$ cat src/hdl/lan_cmd_pkg.sv
// Constants shared by the command register block and its helpers.
// Assumes a 10 MHz pclk and an APB master with 32-bit data.
`default_nettype none

package lan_cmd_pkg;

    // APB byte addresses of the two ports
    localparam logic [11:0] OFS_DATA        = 12'h000;
    localparam logic [11:0] OFS_INDEX       = 12'h004;
    localparam int          ADDR_W          = 12;

    // Register index pointer values
    localparam logic [1:0]  IDX_STATUS      = 2'h0;
    localparam logic [1:0]  IDX_ADDR_LOW    = 2'h1;
    localparam logic [1:0]  IDX_ADDR_HIGH   = 2'h2;
    localparam logic [1:0]  IDX_RESET       = 2'h0;

    // Field positions in command_status
    localparam int          BIT_SETUP       = 0;
    localparam int          BIT_RUN         = 1;
    localparam int          BIT_HALT        = 2;
    localparam int          BIT_DEMAND      = 3;
    localparam int          BIT_DONE        = 8;
    localparam int          REG_W           = 16;
    localparam int          HIGH_W          = 8;

    localparam logic        HALT_RESET      = 1'b1;
    localparam logic [31:0] RDATA_ZERO      = 32'h0000_0000;
    localparam logic [15:0] REG_ZERO        = 16'h0000;

    // Descriptor ring poll interval
    localparam int unsigned POLL_TIME_NS    = 1_600_000;
    localparam int unsigned CLK_PERIOD_NS   = 100;
    localparam int unsigned POLL_CYCLES     = POLL_TIME_NS / CLK_PERIOD_NS;
    localparam int          POLL_W          = 14;

    typedef enum logic [2:0] {
        ST_IDLE  = 3'h1,
        ST_SETUP = 3'h2,
        ST_RUN   = 3'h4
    } run_state_t;

endpackage : lan_cmd_pkg

`default_nettype wire

$ cat src/hdl/lan_cmd_regs.sv
// Command and setup-address registers of a network controller, on APB.
// Assumes transmit and setup engines on pclk that pulse their done inputs.
`default_nettype none

module lan_cmd_regs #(
    parameter int unsigned POLL_CYCLES = lan_cmd_pkg::POLL_CYCLES
) (
    input  wire logic                           pclk,
    input  wire logic                           presetn,
    input  wire logic                           psel,
    input  wire logic                           penable,
    input  wire logic                           pwrite,
    input  wire logic [lan_cmd_pkg::ADDR_W-1:0] paddr,
    input  wire logic [31:0]                    pwdata,
    output logic      [31:0]                    prdata,
    output logic                                pready,
    output logic                                pslverr,
    input  wire logic                           tx_ring_accessed,
    input  wire logic                           setup_read_done,
    output logic                                tx_fetch_req,
    output logic                                setup_fetch_req,
    output logic                                engines_enable,
    output logic                                soft_reset,
    output logic      [23:0]                    setup_block_address
);

    function automatic logic hit(input logic [lan_cmd_pkg::ADDR_W-1:0] a,
                                 input logic [lan_cmd_pkg::ADDR_W-1:0] ofs);
        return a == ofs;
    endfunction

    logic        access;
    logic        setup_ph;
    logic        mapped;
    logic        wr_data;
    logic        wr_index;
    logic        wr_cmd;
    logic        wr_low;
    logic        wr_high;
    logic        halt_set;
    logic        start_set;
    logic        setup_finish;
    logic        poll_tick;
    logic [15:0] addr_low;
    logic [7:0]  addr_high;
    logic [15:0] status_word;
    logic [15:0] sel_word;

    logic [1:0]  index_q;
    logic [1:0]  index_d;
    logic        halt_q;
    logic        halt_d;
    logic        run_q;
    logic        run_d;
    logic        setup_q;
    logic        setup_d;
    logic        demand_q;
    logic        demand_d;
    logic        done_q;
    logic        done_d;
    logic        poll_pending_q;
    logic        poll_pending_d;
    logic [31:0] prdata_q;
    logic [31:0] prdata_d;

    lan_cmd_pkg::run_state_t state_q;
    lan_cmd_pkg::run_state_t state_d;

    // Bus decode
    assign setup_ph = psel && !penable;
    assign access   = psel && penable;
    assign mapped   = hit(paddr, lan_cmd_pkg::OFS_DATA) || hit(paddr, lan_cmd_pkg::OFS_INDEX);
    assign wr_data  = access && pwrite && hit(paddr, lan_cmd_pkg::OFS_DATA);
    assign wr_index = access && pwrite && hit(paddr, lan_cmd_pkg::OFS_INDEX);
    assign wr_cmd   = wr_data && (index_q == lan_cmd_pkg::IDX_STATUS);
    assign wr_low   = wr_data && (index_q == lan_cmd_pkg::IDX_ADDR_LOW);
    assign wr_high  = wr_data && (index_q == lan_cmd_pkg::IDX_ADDR_HIGH);

    // Zero wait states: read data was captured in the setup cycle
    assign pready  = 1'b1;
    assign pslverr = access && !mapped;
    assign prdata  = prdata_q;

    assign halt_set  = wr_cmd && pwdata[lan_cmd_pkg::BIT_HALT];
    assign start_set = wr_cmd && !pwdata[lan_cmd_pkg::BIT_HALT]
                       && (pwdata[lan_cmd_pkg::BIT_RUN] || pwdata[lan_cmd_pkg::BIT_SETUP]);

    assign setup_finish = (state_q == lan_cmd_pkg::ST_SETUP) && setup_read_done;

    always_comb begin
        index_d = index_q;
        if (wr_index) begin
            index_d = pwdata[1:0];
        end
    end

    // Command bits
    always_comb begin
        halt_d         = halt_q;
        run_d          = run_q;
        setup_d        = setup_q;
        demand_d       = demand_q;
        done_d         = done_q;
        poll_pending_d = poll_pending_q;
        if (halt_set) begin
            halt_d         = 1'b1;
            run_d          = 1'b0;
            setup_d        = 1'b0;
            demand_d       = 1'b0;
            done_d         = 1'b0;
            poll_pending_d = 1'b0;
        end else begin
            if (start_set) begin
                halt_d = 1'b0;
            end
            if (wr_cmd && pwdata[lan_cmd_pkg::BIT_RUN]) begin
                run_d = 1'b1;
            end
            if (wr_cmd && pwdata[lan_cmd_pkg::BIT_SETUP]) begin
                setup_d = 1'b1;
            end
            if (wr_cmd && pwdata[lan_cmd_pkg::BIT_DEMAND]) begin
                demand_d = 1'b1;
            end else if (tx_ring_accessed) begin
                demand_d = 1'b0;
            end
            // finish sets flag, set beats clear
            if (setup_finish) begin
                done_d = 1'b1;
            end else if (wr_cmd && pwdata[lan_cmd_pkg::BIT_DONE]) begin
                done_d = 1'b0;
            end
            if (poll_tick && state_q == lan_cmd_pkg::ST_RUN) begin
                poll_pending_d = 1'b1;
            end else if (tx_ring_accessed) begin
                poll_pending_d = 1'b0;
            end
        end
    end

    // Sequencing between idle, setup and run
    always_comb begin
        state_d = state_q;
        if (halt_set) begin
            state_d = lan_cmd_pkg::ST_IDLE;
        end else begin
            unique case (state_q)
                lan_cmd_pkg::ST_IDLE: begin
                    if (wr_cmd && pwdata[lan_cmd_pkg::BIT_SETUP]) begin
                        state_d = lan_cmd_pkg::ST_SETUP;
                    end else if (wr_cmd && pwdata[lan_cmd_pkg::BIT_RUN]) begin
                        state_d = lan_cmd_pkg::ST_RUN;
                    end
                end
                lan_cmd_pkg::ST_SETUP: begin
                    if (setup_read_done) begin
                        state_d = run_d ? lan_cmd_pkg::ST_RUN : lan_cmd_pkg::ST_IDLE;
                    end
                end
                lan_cmd_pkg::ST_RUN: begin
                    if (wr_cmd && pwdata[lan_cmd_pkg::BIT_SETUP]) begin
                        state_d = lan_cmd_pkg::ST_SETUP;
                    end
                end
                default: begin
                    state_d = lan_cmd_pkg::ST_IDLE;
                end
            endcase
        end
    end

    // Read data for the coming access phase
    always_comb begin
        status_word                        = lan_cmd_pkg::REG_ZERO;
        status_word[lan_cmd_pkg::BIT_SETUP] = setup_q;
        status_word[lan_cmd_pkg::BIT_RUN]   = run_q;
        status_word[lan_cmd_pkg::BIT_HALT]  = halt_q;
        status_word[lan_cmd_pkg::BIT_DEMAND] = demand_q;
        status_word[lan_cmd_pkg::BIT_DONE]  = done_q;
        sel_word                           = lan_cmd_pkg::REG_ZERO;
        unique case (index_q)
            lan_cmd_pkg::IDX_STATUS:    sel_word = status_word;
            lan_cmd_pkg::IDX_ADDR_LOW:  sel_word = halt_q ? addr_low : lan_cmd_pkg::REG_ZERO;
            lan_cmd_pkg::IDX_ADDR_HIGH: sel_word = halt_q ? {8'h00, addr_high} : lan_cmd_pkg::REG_ZERO;
            default:                    sel_word = lan_cmd_pkg::REG_ZERO;
        endcase
        prdata_d = prdata_q;
        if (setup_ph && !pwrite) begin
            prdata_d = lan_cmd_pkg::RDATA_ZERO;
            if (hit(paddr, lan_cmd_pkg::OFS_DATA)) begin
                prdata_d[lan_cmd_pkg::REG_W-1:0] = sel_word;
            end else if (hit(paddr, lan_cmd_pkg::OFS_INDEX)) begin
                prdata_d[1:0] = index_q;
            end
        end
    end

    always_ff @(posedge pclk or negedge presetn) begin
        if (!presetn) begin
            index_q        <= lan_cmd_pkg::IDX_RESET;
            halt_q         <= lan_cmd_pkg::HALT_RESET;
            run_q          <= 1'b0;
            setup_q        <= 1'b0;
            demand_q       <= 1'b0;
            done_q         <= 1'b0;
            poll_pending_q <= 1'b0;
            state_q        <= lan_cmd_pkg::ST_IDLE;
            prdata_q       <= lan_cmd_pkg::RDATA_ZERO;
        end else begin
            index_q        <= index_d;
            halt_q         <= halt_d;
            run_q          <= run_d;
            setup_q        <= setup_d;
            demand_q       <= demand_d;
            done_q         <= done_d;
            poll_pending_q <= poll_pending_d;
            state_q        <= state_d;
            prdata_q       <= prdata_d;
        end
    end

    // Timer restarts whenever not running, so the first poll is a full interval
    ring_poll_timer #(
        .POLL_CYCLES (POLL_CYCLES)
    ) u_poll (
        .pclk    (pclk),
        .presetn (presetn),
        .clear   (state_q != lan_cmd_pkg::ST_RUN),
        .tick    (poll_tick)
    );

    setup_addr_store u_addr (
        .pclk      (pclk),
        .halted    (halt_q),
        .wr_low    (wr_low),
        .wr_high   (wr_high),
        .wdata     (pwdata[15:0]),
        .addr_low  (addr_low),
        .addr_high (addr_high)
    );

    assign engines_enable      = state_q == lan_cmd_pkg::ST_RUN;
    assign tx_fetch_req        = engines_enable && (demand_q || poll_pending_q);
    assign setup_fetch_req     = state_q == lan_cmd_pkg::ST_SETUP;
    assign soft_reset          = halt_q;
    assign setup_block_address = {addr_high, addr_low};
endmodule // lan_cmd_regs

`default_nettype wire

$ cat src/hdl/ring_poll_timer.sv
// Periodic ring poll timer: one-cycle tick every POLL_CYCLES cycles.
// Assumes clear is a synchronous level from the same clock domain.
`default_nettype none

module ring_poll_timer #(
    parameter int unsigned POLL_CYCLES = lan_cmd_pkg::POLL_CYCLES
) (
    input  wire logic pclk,
    input  wire logic presetn,
    input  wire logic clear,
    output logic      tick
);

    logic [lan_cmd_pkg::POLL_W-1:0] count_q;
    logic [lan_cmd_pkg::POLL_W-1:0] count_d;
    logic                           tick_d;

    always_comb begin
        tick_d  = 1'b0;
        count_d = count_q + 1'b1;
        if (clear) begin
            count_d = '0;
        end else if (count_q == lan_cmd_pkg::POLL_W'(POLL_CYCLES - 1)) begin
            count_d = '0;
            tick_d  = 1'b1;
        end
    end

    always_ff @(posedge pclk or negedge presetn) begin
        if (!presetn) begin
            count_q <= '0;
            tick    <= 1'b0;
        end else begin
            count_q <= count_d;
            tick    <= tick_d;
        end
    end

endmodule // ring_poll_timer

`default_nettype wire

$ cat src/hdl/setup_addr_store.sv
// Holds the 24-bit setup block address; writes only land while halted.
// Contents survive reset on purpose, so no reset branch exists.
`default_nettype none

module setup_addr_store (
    input  wire logic        pclk,
    input  wire logic        halted,
    input  wire logic        wr_low,
    input  wire logic        wr_high,
    input  wire logic [15:0] wdata,
    output logic      [15:0] addr_low,
    output logic      [7:0]  addr_high
);

    logic [15:1] low_q;
    logic [15:1] low_d;
    logic [7:0]  high_q;
    logic [7:0]  high_d;

    always_comb begin
        low_d  = low_q;
        high_d = high_q;
        if (halted && wr_low) begin
            low_d = wdata[15:1];
        end
        if (halted && wr_high) begin
            high_d = wdata[lan_cmd_pkg::HIGH_W-1:0];
        end
    end

    always_ff @(posedge pclk) begin
        low_q  <= low_d;
        high_q <= high_d;
    end

    assign addr_low  = {low_q, 1'b0};
    assign addr_high = high_q;

endmodule // setup_addr_store

`default_nettype wire

$ cat config.mk
export PLATFORM = sky130hd
export DESIGN_NAME = lan_cmd_regs
export DESIGN_NICKNAME = d
export VERILOG_FILES = /design/src/hdl/lan_cmd_pkg.sv /design/src/hdl/lan_cmd_regs.sv /design/src/hdl/ring_poll_timer.sv /design/src/hdl/setup_addr_store.sv
export SDC_FILE = /design/constraint.sdc
export NUM_CORES = 1
export LEC_CHECK = 0
export BUFFER_PORTS_ARGS = -buffer_cell sky130_fd_sc_hd__clkbuf_2
export CORE_ASPECT_RATIO = 0.7
export CORE_MARGIN = 4
export CORE_UTILIZATION = 30
export CTS_CLUSTER_DIAMETER = 30
export DETAILED_ROUTE_END_ITERATION = 8
export PLACE_DENSITY_LB_ADDON = 0.05
export SYNTH_ARGS = -nofsm -noshare
export SYNTH_HDL_FRONTEND = slang
export SYNTH_HIERARCHICAL = 1
export SYNTH_SLANG_ARGS = --single-unit
$ cat constraint.sdc
create_clock -name pclk -period 5.6 [get_ports pclk]
set_clock_uncertainty 0.2 [all_clocks]
set_input_delay 1.12 -clock pclk [delete_from_list [all_inputs] [get_ports pclk]]
set_output_delay 1.12 -clock pclk [all_outputs]
set_load 0.02 [all_outputs]
# Yosys cells after proc, flatten, opt, wreduce, memory -nomap -nowiden
# Cells that the tools add are included.
dict set report classes {
  n_mux 31
  reduce_logical 37
  add_sub_neg 1
  n_eq_ne 11
}
# operator n
set ops {}
lappend ops {{$pmux W16 S3} 1}
lappend ops {{$mux W14} 3}
lappend ops {{$logic_and A1 B1 Y1} 22}
lappend ops {{$mux W3} 6}
lappend ops {{$mux W1} 16}
lappend ops {{$mux W16} 1}
lappend ops {{$add A14 B1 Y14 const B} 1}
lappend ops {{$eq A14 B14 Y1 const B} 1}
lappend ops {{$eq A12 B3 Y1 const B} 1}
lappend ops {{$logic_not A12 Y1} 1}
lappend ops {{$pmux W3 S3} 1}
lappend ops {{$reduce_bool A3 Y1} 3}
lappend ops {{$mux W8} 1}
lappend ops {{$logic_not A1 Y1} 4}
lappend ops {{$mux W2} 2}
lappend ops {{$ne A4 B4 Y1 const B} 1}
lappend ops {{$reduce_bool A2 Y1} 2}
lappend ops {{$eq A3 B1 Y1 const B} 1}
lappend ops {{$eq A3 B2 Y1 const B} 1}
lappend ops {{$eq A3 B3 Y1 const B} 1}
lappend ops {{$logic_or A1 B1 Y1} 3}
lappend ops {{$ne A3 B1 Y1 const B} 1}
lappend ops {{$ne A3 B2 Y1 const B} 1}
lappend ops {{$ne A3 B3 Y1 const B} 1}
lappend ops {{4 further kinds} 4}
dict set report word_totals {
  ff_bits 65
  input_bits 51
  word_cells 93
}

# Longest topological paths before layout
# Gate-level depths: netlist (run 1).
dict set report depth {
  depth_word 11
  depth_mapped 7
  ltp_nobuf 7
}

# Hierarchy
# Netlist (run 1), hierarchy kept.
# mod seq_area_each_um2 cells_each area_each_um2 n_inst
set modules_own_cells {}
lappend modules_own_cells {lan_cmd_regs 678.2 189 1682.9 1}
lappend modules_own_cells {setup_addr_store 690.7 27 714.4 1}
lappend modules_own_cells {ring_poll_timer 375.4 71 703.2 1}

# Worst setup path after synthesis (run 1)
# OpenSTA, ideal clock, no wires.
dict set report synth_path {
  kind {input to output}
  startpoint {input port paddr[5] in the netlist's numbering}
  endpoint {output port pslverr}
  slack_ns 2.381
  cell_stages 4
  path_buffers 1
  arrival_ns 1.899
  cell_sequence {nor4_4 and3_1 buf_2 nor2_1}
}
dict set report synth_between {
  elab_chain_len 4
}
# item line
set synth_rtl {}
lappend synth_rtl {{start, declared} lan_cmd_regs.sv:13} ;# input wire logic [lan_cmd_pkg::ADDR_W-1:0] paddr,
lappend synth_rtl {{$eq A12 B3 Y1 / $logic_not A12 Y1 (equally long branches)} lan_cmd_regs.sv:29} ;# return a == ofs;
lappend synth_rtl {{$logic_or A1 B1 Y1 *} lan_cmd_regs.sv:72} ;# assign mapped = hit(paddr, lan_cmd_pkg::OFS_DATA) || hit(paddr, lan_cmd_pkg::OFS_INDEX);
lappend synth_rtl {{$logic_not A1 Y1 *} lan_cmd_regs.sv:81} ;# assign pslverr = access && !mapped;
lappend synth_rtl {{$logic_and A1 B1 Y1 *} lan_cmd_regs.sv:81}
lappend synth_rtl {{end, declared} lan_cmd_regs.sv:17} ;# output logic pslverr,
# Every way passes the cells marked *; elsewhere a longest branch is shown, timed or not.

# Worst setup path in the final report (run 1)
# Same ends and word-level chain as after synthesis.

==> flow_metrics.env, run 1 <==
export IMPL_leakage_nw=1.72
export IMPL_drive_gt1_frac=0.290
export IMPL_min_to="prdata[5]$_DFFE_PN0P_"
export IMPL_ff_latch_area_mm2=0.00174
export IMPL_combinationalPowerShare=0.040
export IMPL_tightestPinTransition_ns=0.848
export IMPL_vias=2356
export IMPL_crit_path_end_kind="output pin"
export IMPL_grt_pass1_vias=2352
export IMPL_grt_pass1_wl_um=12700
export IMPL_cap_violations=0
export IMPL_hold_viol=0
export IMPL_clockRootBuffer="clkbuf_16"
export IMPL_critPathSlowestCell="and3_1"
export IMPL_period_minus_slack_ns=3.63
export IMPL_htree_levels=3
export IMPL_syn_cell_area_mm2=0.00310
export IMPL_critPathArrivalTime_ns=2.31
export IMPL_synth_warnings=6
export IMPL_yosys_most_used_dff="dfrtp_1"
export IMPL_nFillCells=1001
export IMPL_syn_to_final_growth_pct=24.7
export IMPL_nets=416
export IMPL_crit_top_cell="clkbuf_2"
export IMPL_wire_per_inst_um=15.9
export IMPL_clkLatencyLatePin_ns=0.33
export IMPL_p_sw_mw=0.234
export IMPL_critPathTopFamily="simple AND/OR/NAND/NOR gates"
export IMPL_drt_vias_per_instance=4.74
export IMPL_hold_path_cell_count=2
export IMPL_peakVddDrop_mv=0.142
export IMPL_multi_input_area_mm2=0.00121
export IMPL_ios=113
export IMPL_grt_max_degree=43
export IMPL_die_x_um=130
export IMPL_setup_tns_ns=0
export IMPL_reg2reg_depth=3
export IMPL_ys_seq_area_frac=0.563
export IMPL_place_hpwl_um=5860
export IMPL_powerDensity_mw_per_mm2=302
export IMPL_slowest_delay_ns=0.43
export IMPL_clock_fmax_mhz=276
export IMPL_cts_tree="built"
export IMPL_setup_slack_ns=1.97
export IMPL_finalSetupViolations=0
export IMPL_rr_endpoint="u_addr/low_q[1]$_DFFE_PP_"
export IMPL_core_area_mm2=0.00987
export IMPL_hold_start="u_addr/addr_high[5]$_DFFE_PP_"
export IMPL_gr_total_overflow=0
export IMPL_cts_path_max_buffers=2
export IMPL_crit_buf_inv=2
export IMPL_antenna_found_initial=0
export IMPL_period_share=0.648
export IMPL_antenna_cells=0
export IMPL_gr_usage_met1=0.198
export IMPL_ys_types=47
export IMPL_path_cells="clkbuf_2 -> nor4_4 -> and3_1 -> nor2_1 -> clkbuf_2"
export IMPL_cts_setup_buffers=0
export IMPL_rrSetupSlack_ns=3.12
export IMPL_hold_path_class="reg -> reg"
export IMPL_final_core_util=0.392
export IMPL_rsz0062_at_grt="false"
export IMPL_routabilityCongestion=0.754
export IMPL_cts_made_buffers=9
export IMPL_port_buffers=78
export IMPL_use_met3=0.0417
export IMPL_intPower_mw=0.936
export IMPL_clkSinkCount=65
export IMPL_routed_wl_um=7930
export IMPL_reg2reg_from="index_q[0]$_DFFE_PN0P_"
export IMPL_status="completed"
export IMPL_start_util=0.314
export IMPL_drtPass1Iterations=4
export IMPL_worstSetupPathType="in -> out"
export IMPL_die_h_um=93.1
export IMPL_required_ns=4.28
export IMPL_clk_pin_slew_worst_paths_ns=0.05
export IMPL_synthCells=287
export IMPL_synthArstFlopShare=0.646
export IMPL_busiest_layer="met2"
export IMPL_track_usage=0.139
export IMPL_final_common_cell="clkbuf_2"
export IMPL_sw_frac_of_total=0.200
export IMPL_remaining_drc_errors=0
export IMPL_cp_depth=5
export IMPL_final_cell_mix="clkbuf_2 (78), dfrtp_1 (40), nor2_1 (32)"
export IMPL_p_clk_frac=0.538
export IMPL_rows=30
export IMPL_cts_repair_resized=0
export IMPL_synth_seq_cells=65
export IMPL_avgSynthCellArea_um2=10.8
export IMPL_drv_slew=0
export IMPL_start_kind="input port"
export IMPL_drtIter0Drc=96
export IMPL_crit_fanout=8
export IMPL_use_met2=0.202
export IMPL_die_area_mm2=0.0121
export IMPL_synth_edf_count=23
export IMPL_ant_nets=0
export IMPL_holdBufCountCts=0
export IMPL_seq_power_share=0.422
export IMPL_startpoint="paddr[5]"
export IMPL_maxSlewHeadroom=0.434
export IMPL_dp_slack_ns=1.95
## registers in the layout, indices dropped and copies added (netlist names)
register / cells
setup_q: 1
poll_pending_q: 1
u_poll/count_q: 14
prdata: 16
run_q: 1
soft_reset: 1
u_poll/tick: 1
index_q: 2
u_addr/addr_high: 8
state_q: 3
demand_q: 1
done_q: 1
u_addr/low_q: 15
## per-layer routing
metal | vias up | part of all wire
li1 | 1148 | -
met1 | 1126 | 0.51
met2 | 74 | 0.42
met3 | 8 | 0.062
met4 | 0 | 0.0097
met5 | - | 0
## power by group through the flow
| stage | logic [mW] | clock network, mW | registers [mW] |
|---|---|---|---|
| 3_5_place_dp | 0.0476 | 0 | 0.502 |
| 6_report | 0.0468 | 0.629 | 0.493 |
| 4_1_cts | 0.0476 | 0.649 | 0.493 |
| 3_3_place_gp | 0.0474 | 0 | 0.502 |
| 2_1_floorplan | 0.0303 | 0 | 0.502 |
| 5_1_grt | 0.0525 | 0.668 | 0.493 |
## metrics by stage
step	instances	hold WS [ns]	cell area, um2	power, mW
floorplan	302	0.257	3160	0.533
global placement	481	0.264	3530	0.550
detailed placement	481	0.262	3530	0.550
CTS	497	0.276	3870	1.19
global route	497	0.301	3870	1.21
finish	497	0.269	3870	1.17
## synthesized netlist by cell type (all sizes together) (2+ instances only)
cell / instances / area, um2
dfrtp: 40 / 1000
nor2: 33 / 126
edfxtp: 23 / 691
nand2: 22 / 82.6
buf: 21 / 156
nand3: 17 / 90.1
a21oi: 16 / 80.1
nor4: 9 / 101
o21ai: 9 / 45.0
xnor2: 9 / 78.8
a22o: 7 / 61.3
clkbuf: 7 / 26.3
nor3: 7 / 46.3
a22oi: 6 / 45.0
and3: 6 / 37.5
inv: 6 / 22.5
nor2b: 5 / 31.3
o31ai: 5 / 37.5
o22ai: 4 / 25.0
conb: 3 / 11.3
nand2b: 3 / 18.8
nor3b: 3 / 22.5
or2: 3 / 18.8
and2: 2 / 12.5
dfstp: 2 / 52.6
mux2: 2 / 22.5
nand4: 2 / 12.5
or3b: 2 / 17.5
xor2: 2 / 17.5
## tightest hold or removal path, stage by stage, from the launching register on
cell and delay (ns):
edfxtp_1 0.34, nand2_1 0.05, nand2_1 0.05
## how the worst max path moves through the flow
stage,end,slack (ns)
floorplan,pslverr,2.38
global placement,pslverr,1.95
detailed placement,pslverr,1.95
CTS,pslverr,1.95
global route,pslverr,1.88
finish,pslverr,1.97
## kinds of logic after synthesis
family / share of synthesized area
and+or+nand+nor: 0.218
DFF: 0.563
AOI/OAI and AO/OA: 0.108
buffers and inverters: 0.0662
xor gates and xnor gates: 0.0311
other: 0.00363
muxes: 0.00726
adders and majority gates: 0.00403
## final cells by class
cell class	count	share of cell area
sequential	65	0.451
clock inverter	7	0.0282
tap	128	0.0414
clock buffer	9	0.0583
inverter	6	0.00583
multi-input combinational	203	0.312
timing repair buffer	79	0.103
Note: power is estimated with default switching activity, not from simulation.
==> run 2, diff against run 1 <==
--- a/config.mk
+++ b/config.mk
@@ -5,6 +5,7 @@
 export SDC_FILE = /design/constraint.sdc
 export NUM_CORES = 1
 export LEC_CHECK = 0
+export ABC_AREA = 1
 export BUFFER_PORTS_ARGS = -buffer_cell sky130_fd_sc_hd__clkbuf_2
 export CORE_ASPECT_RATIO = 0.7
 export CORE_MARGIN = 4
==> constraint.sdc (replaced) <==
create_clock -name pclk -period 3 [get_ports pclk]
set_clock_uncertainty 0.2 [all_clocks]
set_input_delay 0.6 -clock pclk [delete_from_list [all_inputs] [get_ports pclk]]
set_output_delay 0.6 -clock pclk [all_outputs]
set_load 0.02 [all_outputs]
==> run 2 against run 1 <==
Effect of this change: wire length rose by 0.88%; non-clock buffer count increased by 2; synthesized cell count rose by 23%; design area up 2.8%; clock power rose by 72%; register-to-register slack got worse by 2.2 ns; setup slack lost 1.4 ns; final cell count is 15% higher; die area grew 3.0%; count of clock-buffer cells in the layout rose by 2; total power increased by 100%; largest cell class unchanged.
==> flow_metrics.env, run 2 <==
export IMPL_cts_tree="built"
export IMPL_die_h_um=94.4
export IMPL_cp_depth=4
export IMPL_antenna_cells=0
export IMPL_die_area_mm2=0.0124
export IMPL_crit_fanout=10
export IMPL_synthArstFlopShare=0.646
export IMPL_antenna_found_initial=0
export IMPL_peakVddDrop_mv=0.273
export IMPL_syn_to_final_growth_pct=24.3
export IMPL_final_common_cell="clkbuf_2"
export IMPL_cts_path_max_buffers=2
export IMPL_leakage_nw=1.92
export IMPL_grt_pass1_vias=2463
export IMPL_rrSetupSlack_ns=0.97
export IMPL_htree_levels=3
export IMPL_critPathTopFamily="simple AND/OR/NAND/NOR gates"
export IMPL_core_area_mm2=0.0104
export IMPL_place_hpwl_um=5980
export IMPL_critPathArrivalTime_ns=1.60
export IMPL_powerDensity_mw_per_mm2=600
export IMPL_die_x_um=131
export IMPL_crit_buf_inv=2
export IMPL_synth_seq_cells=65
export IMPL_clk_pin_slew_worst_paths_ns=0.05
export IMPL_avgSynthCellArea_um2=9.09
export IMPL_crit_path_end_kind="output pin"
export IMPL_start_util=0.308
export IMPL_maxSlewHeadroom=0.620
export IMPL_synthCells=352
export IMPL_track_usage=0.136
export IMPL_gr_total_overflow=0
export IMPL_wire_per_inst_um=13.9
export IMPL_slowest_delay_ns=0.38
export IMPL_yosysMostFrequentCell="nand2_1"
export IMPL_setup_slack_ns=0.601
export IMPL_ant_nets=0
export IMPL_hold_viol=0
export IMPL_rows=31
export IMPL_nets=489
export IMPL_cap_violations=0
export IMPL_reg2reg_depth=9
export IMPL_final_cell_mix="clkbuf_2 (78), nand2_1 (74), inv_1 (46)"
export IMPL_finalSetupViolations=0
export IMPL_whs_ns=0.158
export IMPL_setup_tns_ns=0
export IMPL_yosys_most_used_dff="dfrtp_1"
export IMPL_power_mw=2.38
export IMPL_drive_gt1_frac=0.276
export IMPL_path_cells="nor3_2 -> inv_1 -> nor2_1 -> clkbuf_2"
export IMPL_clockRootBuffer="clkbuf_16"
export IMPL_startpoint="state_q[0]$_DFFE_PN1P_"
export IMPL_reg2reg_from="index_q[0]$_DFFE_PN0P_"
export IMPL_grt_pass1_wl_um=13100
export IMPL_rsz0062_at_grt="false"
export IMPL_synth_top_cells_by_count="nand2_1 (74), inv_1 (46), dfrtp_1 (40), nor2_1 (40), nand3_1 (27)"
export IMPL_dp_slack_ns=0.723
export IMPL_cts_repair_resized=0
export IMPL_start_kind="register"
export IMPL_cts_setup_buffers=0
export IMPL_period_minus_slack_ns=2.40
export IMPL_tightestPinTransition_ns=0.570
export IMPL_vias=2521
export IMPL_required_ns=2.20
export IMPL_drtIter0Drc=103
export IMPL_ys_types=38
export IMPL_routabilityCongestion=0.767
export IMPL_status="completed"
export IMPL_critPathSlowestCell="dfstp_2"
export IMPL_drv_slew=0
export IMPL_ios=113
export IMPL_synth_warnings=6
export IMPL_cts_made_buffers=9
export IMPL_drt_vias_per_instance=4.39
export IMPL_synth_edf_count=23
export IMPL_synth_area_leaders="dfrtp_1 (31%), edfxtp_1 (22%), nand2_1 (8.7%)"
export IMPL_drtPass1Iterations=4
export IMPL_clkLatencyLatePin_ns=0.32
export IMPL_syn_cell_area_mm2=0.00320
export IMPL_ys_seq_area_frac=0.545
export IMPL_remaining_drc_errors=0
export IMPL_grt_max_degree=43
export IMPL_holdBufCountCts=0
export IMPL_largest_reg_flops=16
export IMPL_synth_area_leader_cell="dfrtp_1"
export IMPL_hold_path_class="in -> async"
export IMPL_clkSinkCount=65
export IMPL_period_share=0.800
export IMPL_synth_top_cell_area_share=0.313
export IMPL_worstSetupPathType="reg -> out"
export IMPL_clock_fmax_mhz=417
export IMPL_port_buffers=78
export IMPL_routed_wl_um=8000
==> run 2: cell types whose count changed in the layout (fill, tap and decap cells not counted), moves of 5 or more <==
cell     before  now
a21oi_1      16    7
a22o_1        7    0
and3_1        6    0
inv_1         6   46
nand2_1      22   74
nand3_1      16   27
nor2_1       32   40
nor2_2        1    8
nor2b_1       5    0
nor4_1        6    0
o21ai_0       9   15
xnor2_1       9    1
==> run 2: worst paths after layout <==
| kind | endpoint |
|---|---|
| hold / removal | u_poll/count_q[11]$_DFF_PN0_ |
| setup / recovery | tx_fetch_req |
| min in group pclk | u_addr/low_q[11]$_DFFE_PP_ |
| hold reg to reg | prdata[11]$_DFFE_PN0P_ |
| setup reg to reg | state_q[0]$_DFFE_PN1P_ |
| max in group asynchronous | prdata[0]$_DFFE_PN0P_ |
==> run 2: layer usage <==
metal	part of all wire	GRT usage	vias to the layer above	routed length, um
li1	-	-	1271	-
met1	0.53	0.197	1149	4240
met2	0.40	0.193	96	3200
met3	0.065	0.0458	5	519
met4	0.0051	0.0420	0	41
met5	0	0	-	0
==> run 2: area by class of cell <==
cell class | instances | area, um2
well taps | 132 | 165
repair buffers | 81 | 413
inverters | 47 | 176
fillers | 1084 | 6420
clock inverters | 5 | 72.6
multi-input cells | 233 | 1170
clock buffers | 11 | 233
flip-flops and latches | 65 | 1740
==> run 2: logic make-up after synthesis <==
group | after synthesis | synth area share
and+or+nand+nor | 176 | 0.268
buffers and inverters | 69 | 0.106
DFF | 65 | 0.545
AOI/OAI and AO/OA | 33 | 0.0594
xor gates and xnor gates | 4 | 0.0110
other | 3 | 0.00352
adders and majority gates | 1 | 0.00391
muxes | 1 | 0.00352
==> run 2: through the flow <==
step | std cells | utilization | area, um2
final | 574 | 0.383 | 3980
after global routing | 574 | 0.383 | 3980
after CTS | 574 | 0.383 | 3980
after detailed placement | 558 | 0.353 | 3670
after global placement | 558 | 0.353 | 3670
after floorplan | 367 | - | 3260
==> run 2: worst reg2reg max path: stages, from the launching register on <==
cell and delay [ns]:
dfrtp_1 0.53, nor2_2 0.34, nand4_4 0.20, inv_2 0.15, nand2_2 0.16, nand2_1 0.14, nand2_1 0.05, nand3_1 0.08
nand2_1 0.05, nand2_1 0.06
==> run 2: power by group <==
part / leakage [nW] / internal, mW / switching [mW]
Combinational: 0.991 / 0.103 / 0.215
Clock: 0.149 / 0.720 / 0.362
Sequential: 0.783 / 0.959 / 0.0254
==> run 3, diff against run 2 <==
==> constraint.sdc (replaced) <==
create_clock -name pclk -period 2 [get_ports pclk]
set_clock_uncertainty 0.2 [all_clocks]
set_input_delay 0.4 -clock pclk [delete_from_list [all_inputs] [get_ports pclk]]
set_output_delay 0.4 -clock pclk [all_outputs]
set_load 0.02 [all_outputs]
==> run 3 against run 2 <==
Effect of this change: final cell count up 2.6%; clock power up 44%; count of clock-buffer cells in the layout down 2; first-iteration DRC count up 17%; register-to-register slack worse by 0.78 ns; via count up 1.9%; core utilization up 1.4 points; critical path type unchanged; critical endpoint unchanged; largest cell class unchanged.
==> flow_metrics.env, run 3 (same netlist as run 2, synthesis figures left out) <==
export IMPL_status="completed"
export IMPL_required_ns=1.40
export IMPL_clk_pin_slew_worst_paths_ns=0.06
export IMPL_worstSetupPathType="reg -> out"
export IMPL_vias=2568
export IMPL_slowest_delay_ns=0.38
export IMPL_reg2reg_depth=6
export IMPL_start_kind="register"
export IMPL_final_cell_mix="clkbuf_2 (77), nand2_1 (74), inv_1 (46)"
export IMPL_hold_start="pwdata[12]"
export IMPL_crit_fanout=3
export IMPL_die_area_mm2=0.0124
export IMPL_grt_max_degree=43
export IMPL_finalSetupViolations=0
export IMPL_peakVddDrop_mv=0.524
export IMPL_rsz0062_at_grt="false"
export IMPL_leakage_nw=2.00
export IMPL_drv_slew=0
export IMPL_wl_met1_um=4400
export IMPL_cts_made_buffers=9
export IMPL_start_util=0.308
export IMPL_htree_levels=3
export IMPL_remaining_drc_errors=0
export IMPL_gr_total_overflow=0
export IMPL_critPathSlowestCell="dfstp_2"
export IMPL_rrSetupSlack_ns=0.19
export IMPL_largest_reg_flops=16
export IMPL_antenna_found_initial=0
export IMPL_final_common_cell="clkbuf_2"
export IMPL_cts_path_max_buffers=2
export IMPL_reg2reg_from="soft_reset$_DFFE_PN1P_"
export IMPL_clkSinkCount=65
export IMPL_clockRootBuffer="clkbuf_16"
export IMPL_syn_to_final_growth_pct=28.7
export IMPL_period_minus_slack_ns=1.85
export IMPL_routed_wl_um=8180
export IMPL_drtPass1Iterations=4
export IMPL_hold_path_cell_count=1
export IMPL_critPathArrivalTime_ns=1.25
export IMPL_multi_input_area_mm2=0.00117
export IMPL_grt_pass1_wl_um=13300
export IMPL_powerDensity_mw_per_mm2=858
export IMPL_clock_fmax_mhz=542
export IMPL_min_to="u_addr/low_q[12]$_DFFE_PP_"
export IMPL_period_share=0.923
export IMPL_cts_tree="built"
export IMPL_ff_latch_area_mm2=0.00174
export IMPL_nFillCells=1083
export IMPL_track_usage=0.139
export IMPL_ant_nets=0
export IMPL_nets=504
export IMPL_highest_layer="met4"
export IMPL_route_met2_wl_um=3190
export IMPL_place_hpwl_um=6160
export IMPL_drive_gt1_frac=0.302
export IMPL_wire_per_inst_um=13.9
export IMPL_path_cells="nor3_2 -> inv_1 -> nor2_1 -> buf_2"
export IMPL_drtIter0Drc=121
export IMPL_grt_pass1_vias=2478
export IMPL_rows=31
export IMPL_die_x_um=131
export IMPL_setup_tns_ns=0
export IMPL_setup_slack_ns=0.154
export IMPL_port_buffers=78
export IMPL_ios=113
export IMPL_antenna_cells=0
export IMPL_clkLatencyLatePin_ns=0.33
export IMPL_cap_violations=0
export IMPL_routabilityCongestion=0.769
export IMPL_die_h_um=94.4
export IMPL_hold_viol=0
export IMPL_drt_vias_per_instance=4.36
export IMPL_hold_path_class="in -> reg"
export IMPL_met3_length_um=512
export IMPL_crit_path_end_kind="output pin"
export IMPL_dp_slack_ns=0.0512
export IMPL_core_area_mm2=0.0104
export IMPL_rr_endpoint="prdata[1]$_DFFE_PN0P_"
## run 3: changes by cell type in the layout (fill, tap and decap cells not counted), sizes merged
cell         previous run  this run
buf                     3        18
bufinv                  2         1
clkbuf                 89        86
clkinvlp                0         2
dlygate4sd3             0         1
inv                    47        48
## run 3: worst max-delay path by stage
stage,startpoint,end,cells after the start
after global routing,state_q[2]$_DFFE_PN0P_,tx_fetch_req,5
after floorplan,state_q[0]$_DFFE_PN1P_,tx_fetch_req,3
final,state_q[0]$_DFFE_PN1P_,tx_fetch_req,4
after global placement,paddr[0],state_q[0]$_DFFE_PN1P_,13
after detailed placement,paddr[11],prdata[9]$_DFFE_PN0P_,9
after CTS,state_q[0]$_DFFE_PN1P_,tx_fetch_req,4
## run 3: metrics by stage
| step | utilization | area [um2] | hold WS [ns] | total power [mW] | cells |
|---|---|---|---|---|---|
| after floorplan | - | 3260 | -0.0956 | 1.85 | 367 |
| after global placement | 0.367 | 3810 | 0.206 | 2.01 | 572 |
| after detailed placement | 0.367 | 3810 | 0.212 | 2.01 | 572 |
| after CTS | 0.396 | 4120 | 0.0291 | 3.60 | 589 |
| after global routing | 0.396 | 4120 | 0.0318 | 3.74 | 589 |
| final | 0.396 | 4120 | 0.0466 | 3.54 | 589 |
## run 3: critical path: cells and delay by family (launching register included)
kind          cells  cell delay [ns]
buf+inv           2             0.24
simple gates      2             0.29
flops             1             0.38
## run 3: power breakdown
group | switching (mW) | internal (mW) | total [mW]
logic | 0.324 | 0.183 | 0.507
registers | 0.0398 | 1.44 | 1.48
clock network | 0.589 | 0.961 | 1.55
## run 3: final cells by class
cell class | instances | area share
well taps | 132 | 0.0401
flip-flops and latches | 65 | 0.423
multi-input cells | 233 | 0.285
clock buffers | 9 | 0.0547
inverters | 47 | 0.0428
clock inverters | 7 | 0.0170
repair buffers | 96 | 0.137
## run 3: repair_timing
item / in CTS / in global routing
setup endpoints to repair: 0 / 1
buffers inserted: 0 / 0
hold buffers: 1 / 0
resized for setup: 0 / 1
endpoints found under the hold margin: 40 / 0
## run 3: routing by layer
layer	track usage	vias to the layer above
met3	0.0580	6
met4	0.0376	0
li1	-	1300
met2	0.192	86
met1	0.200	1176
met5	0	-
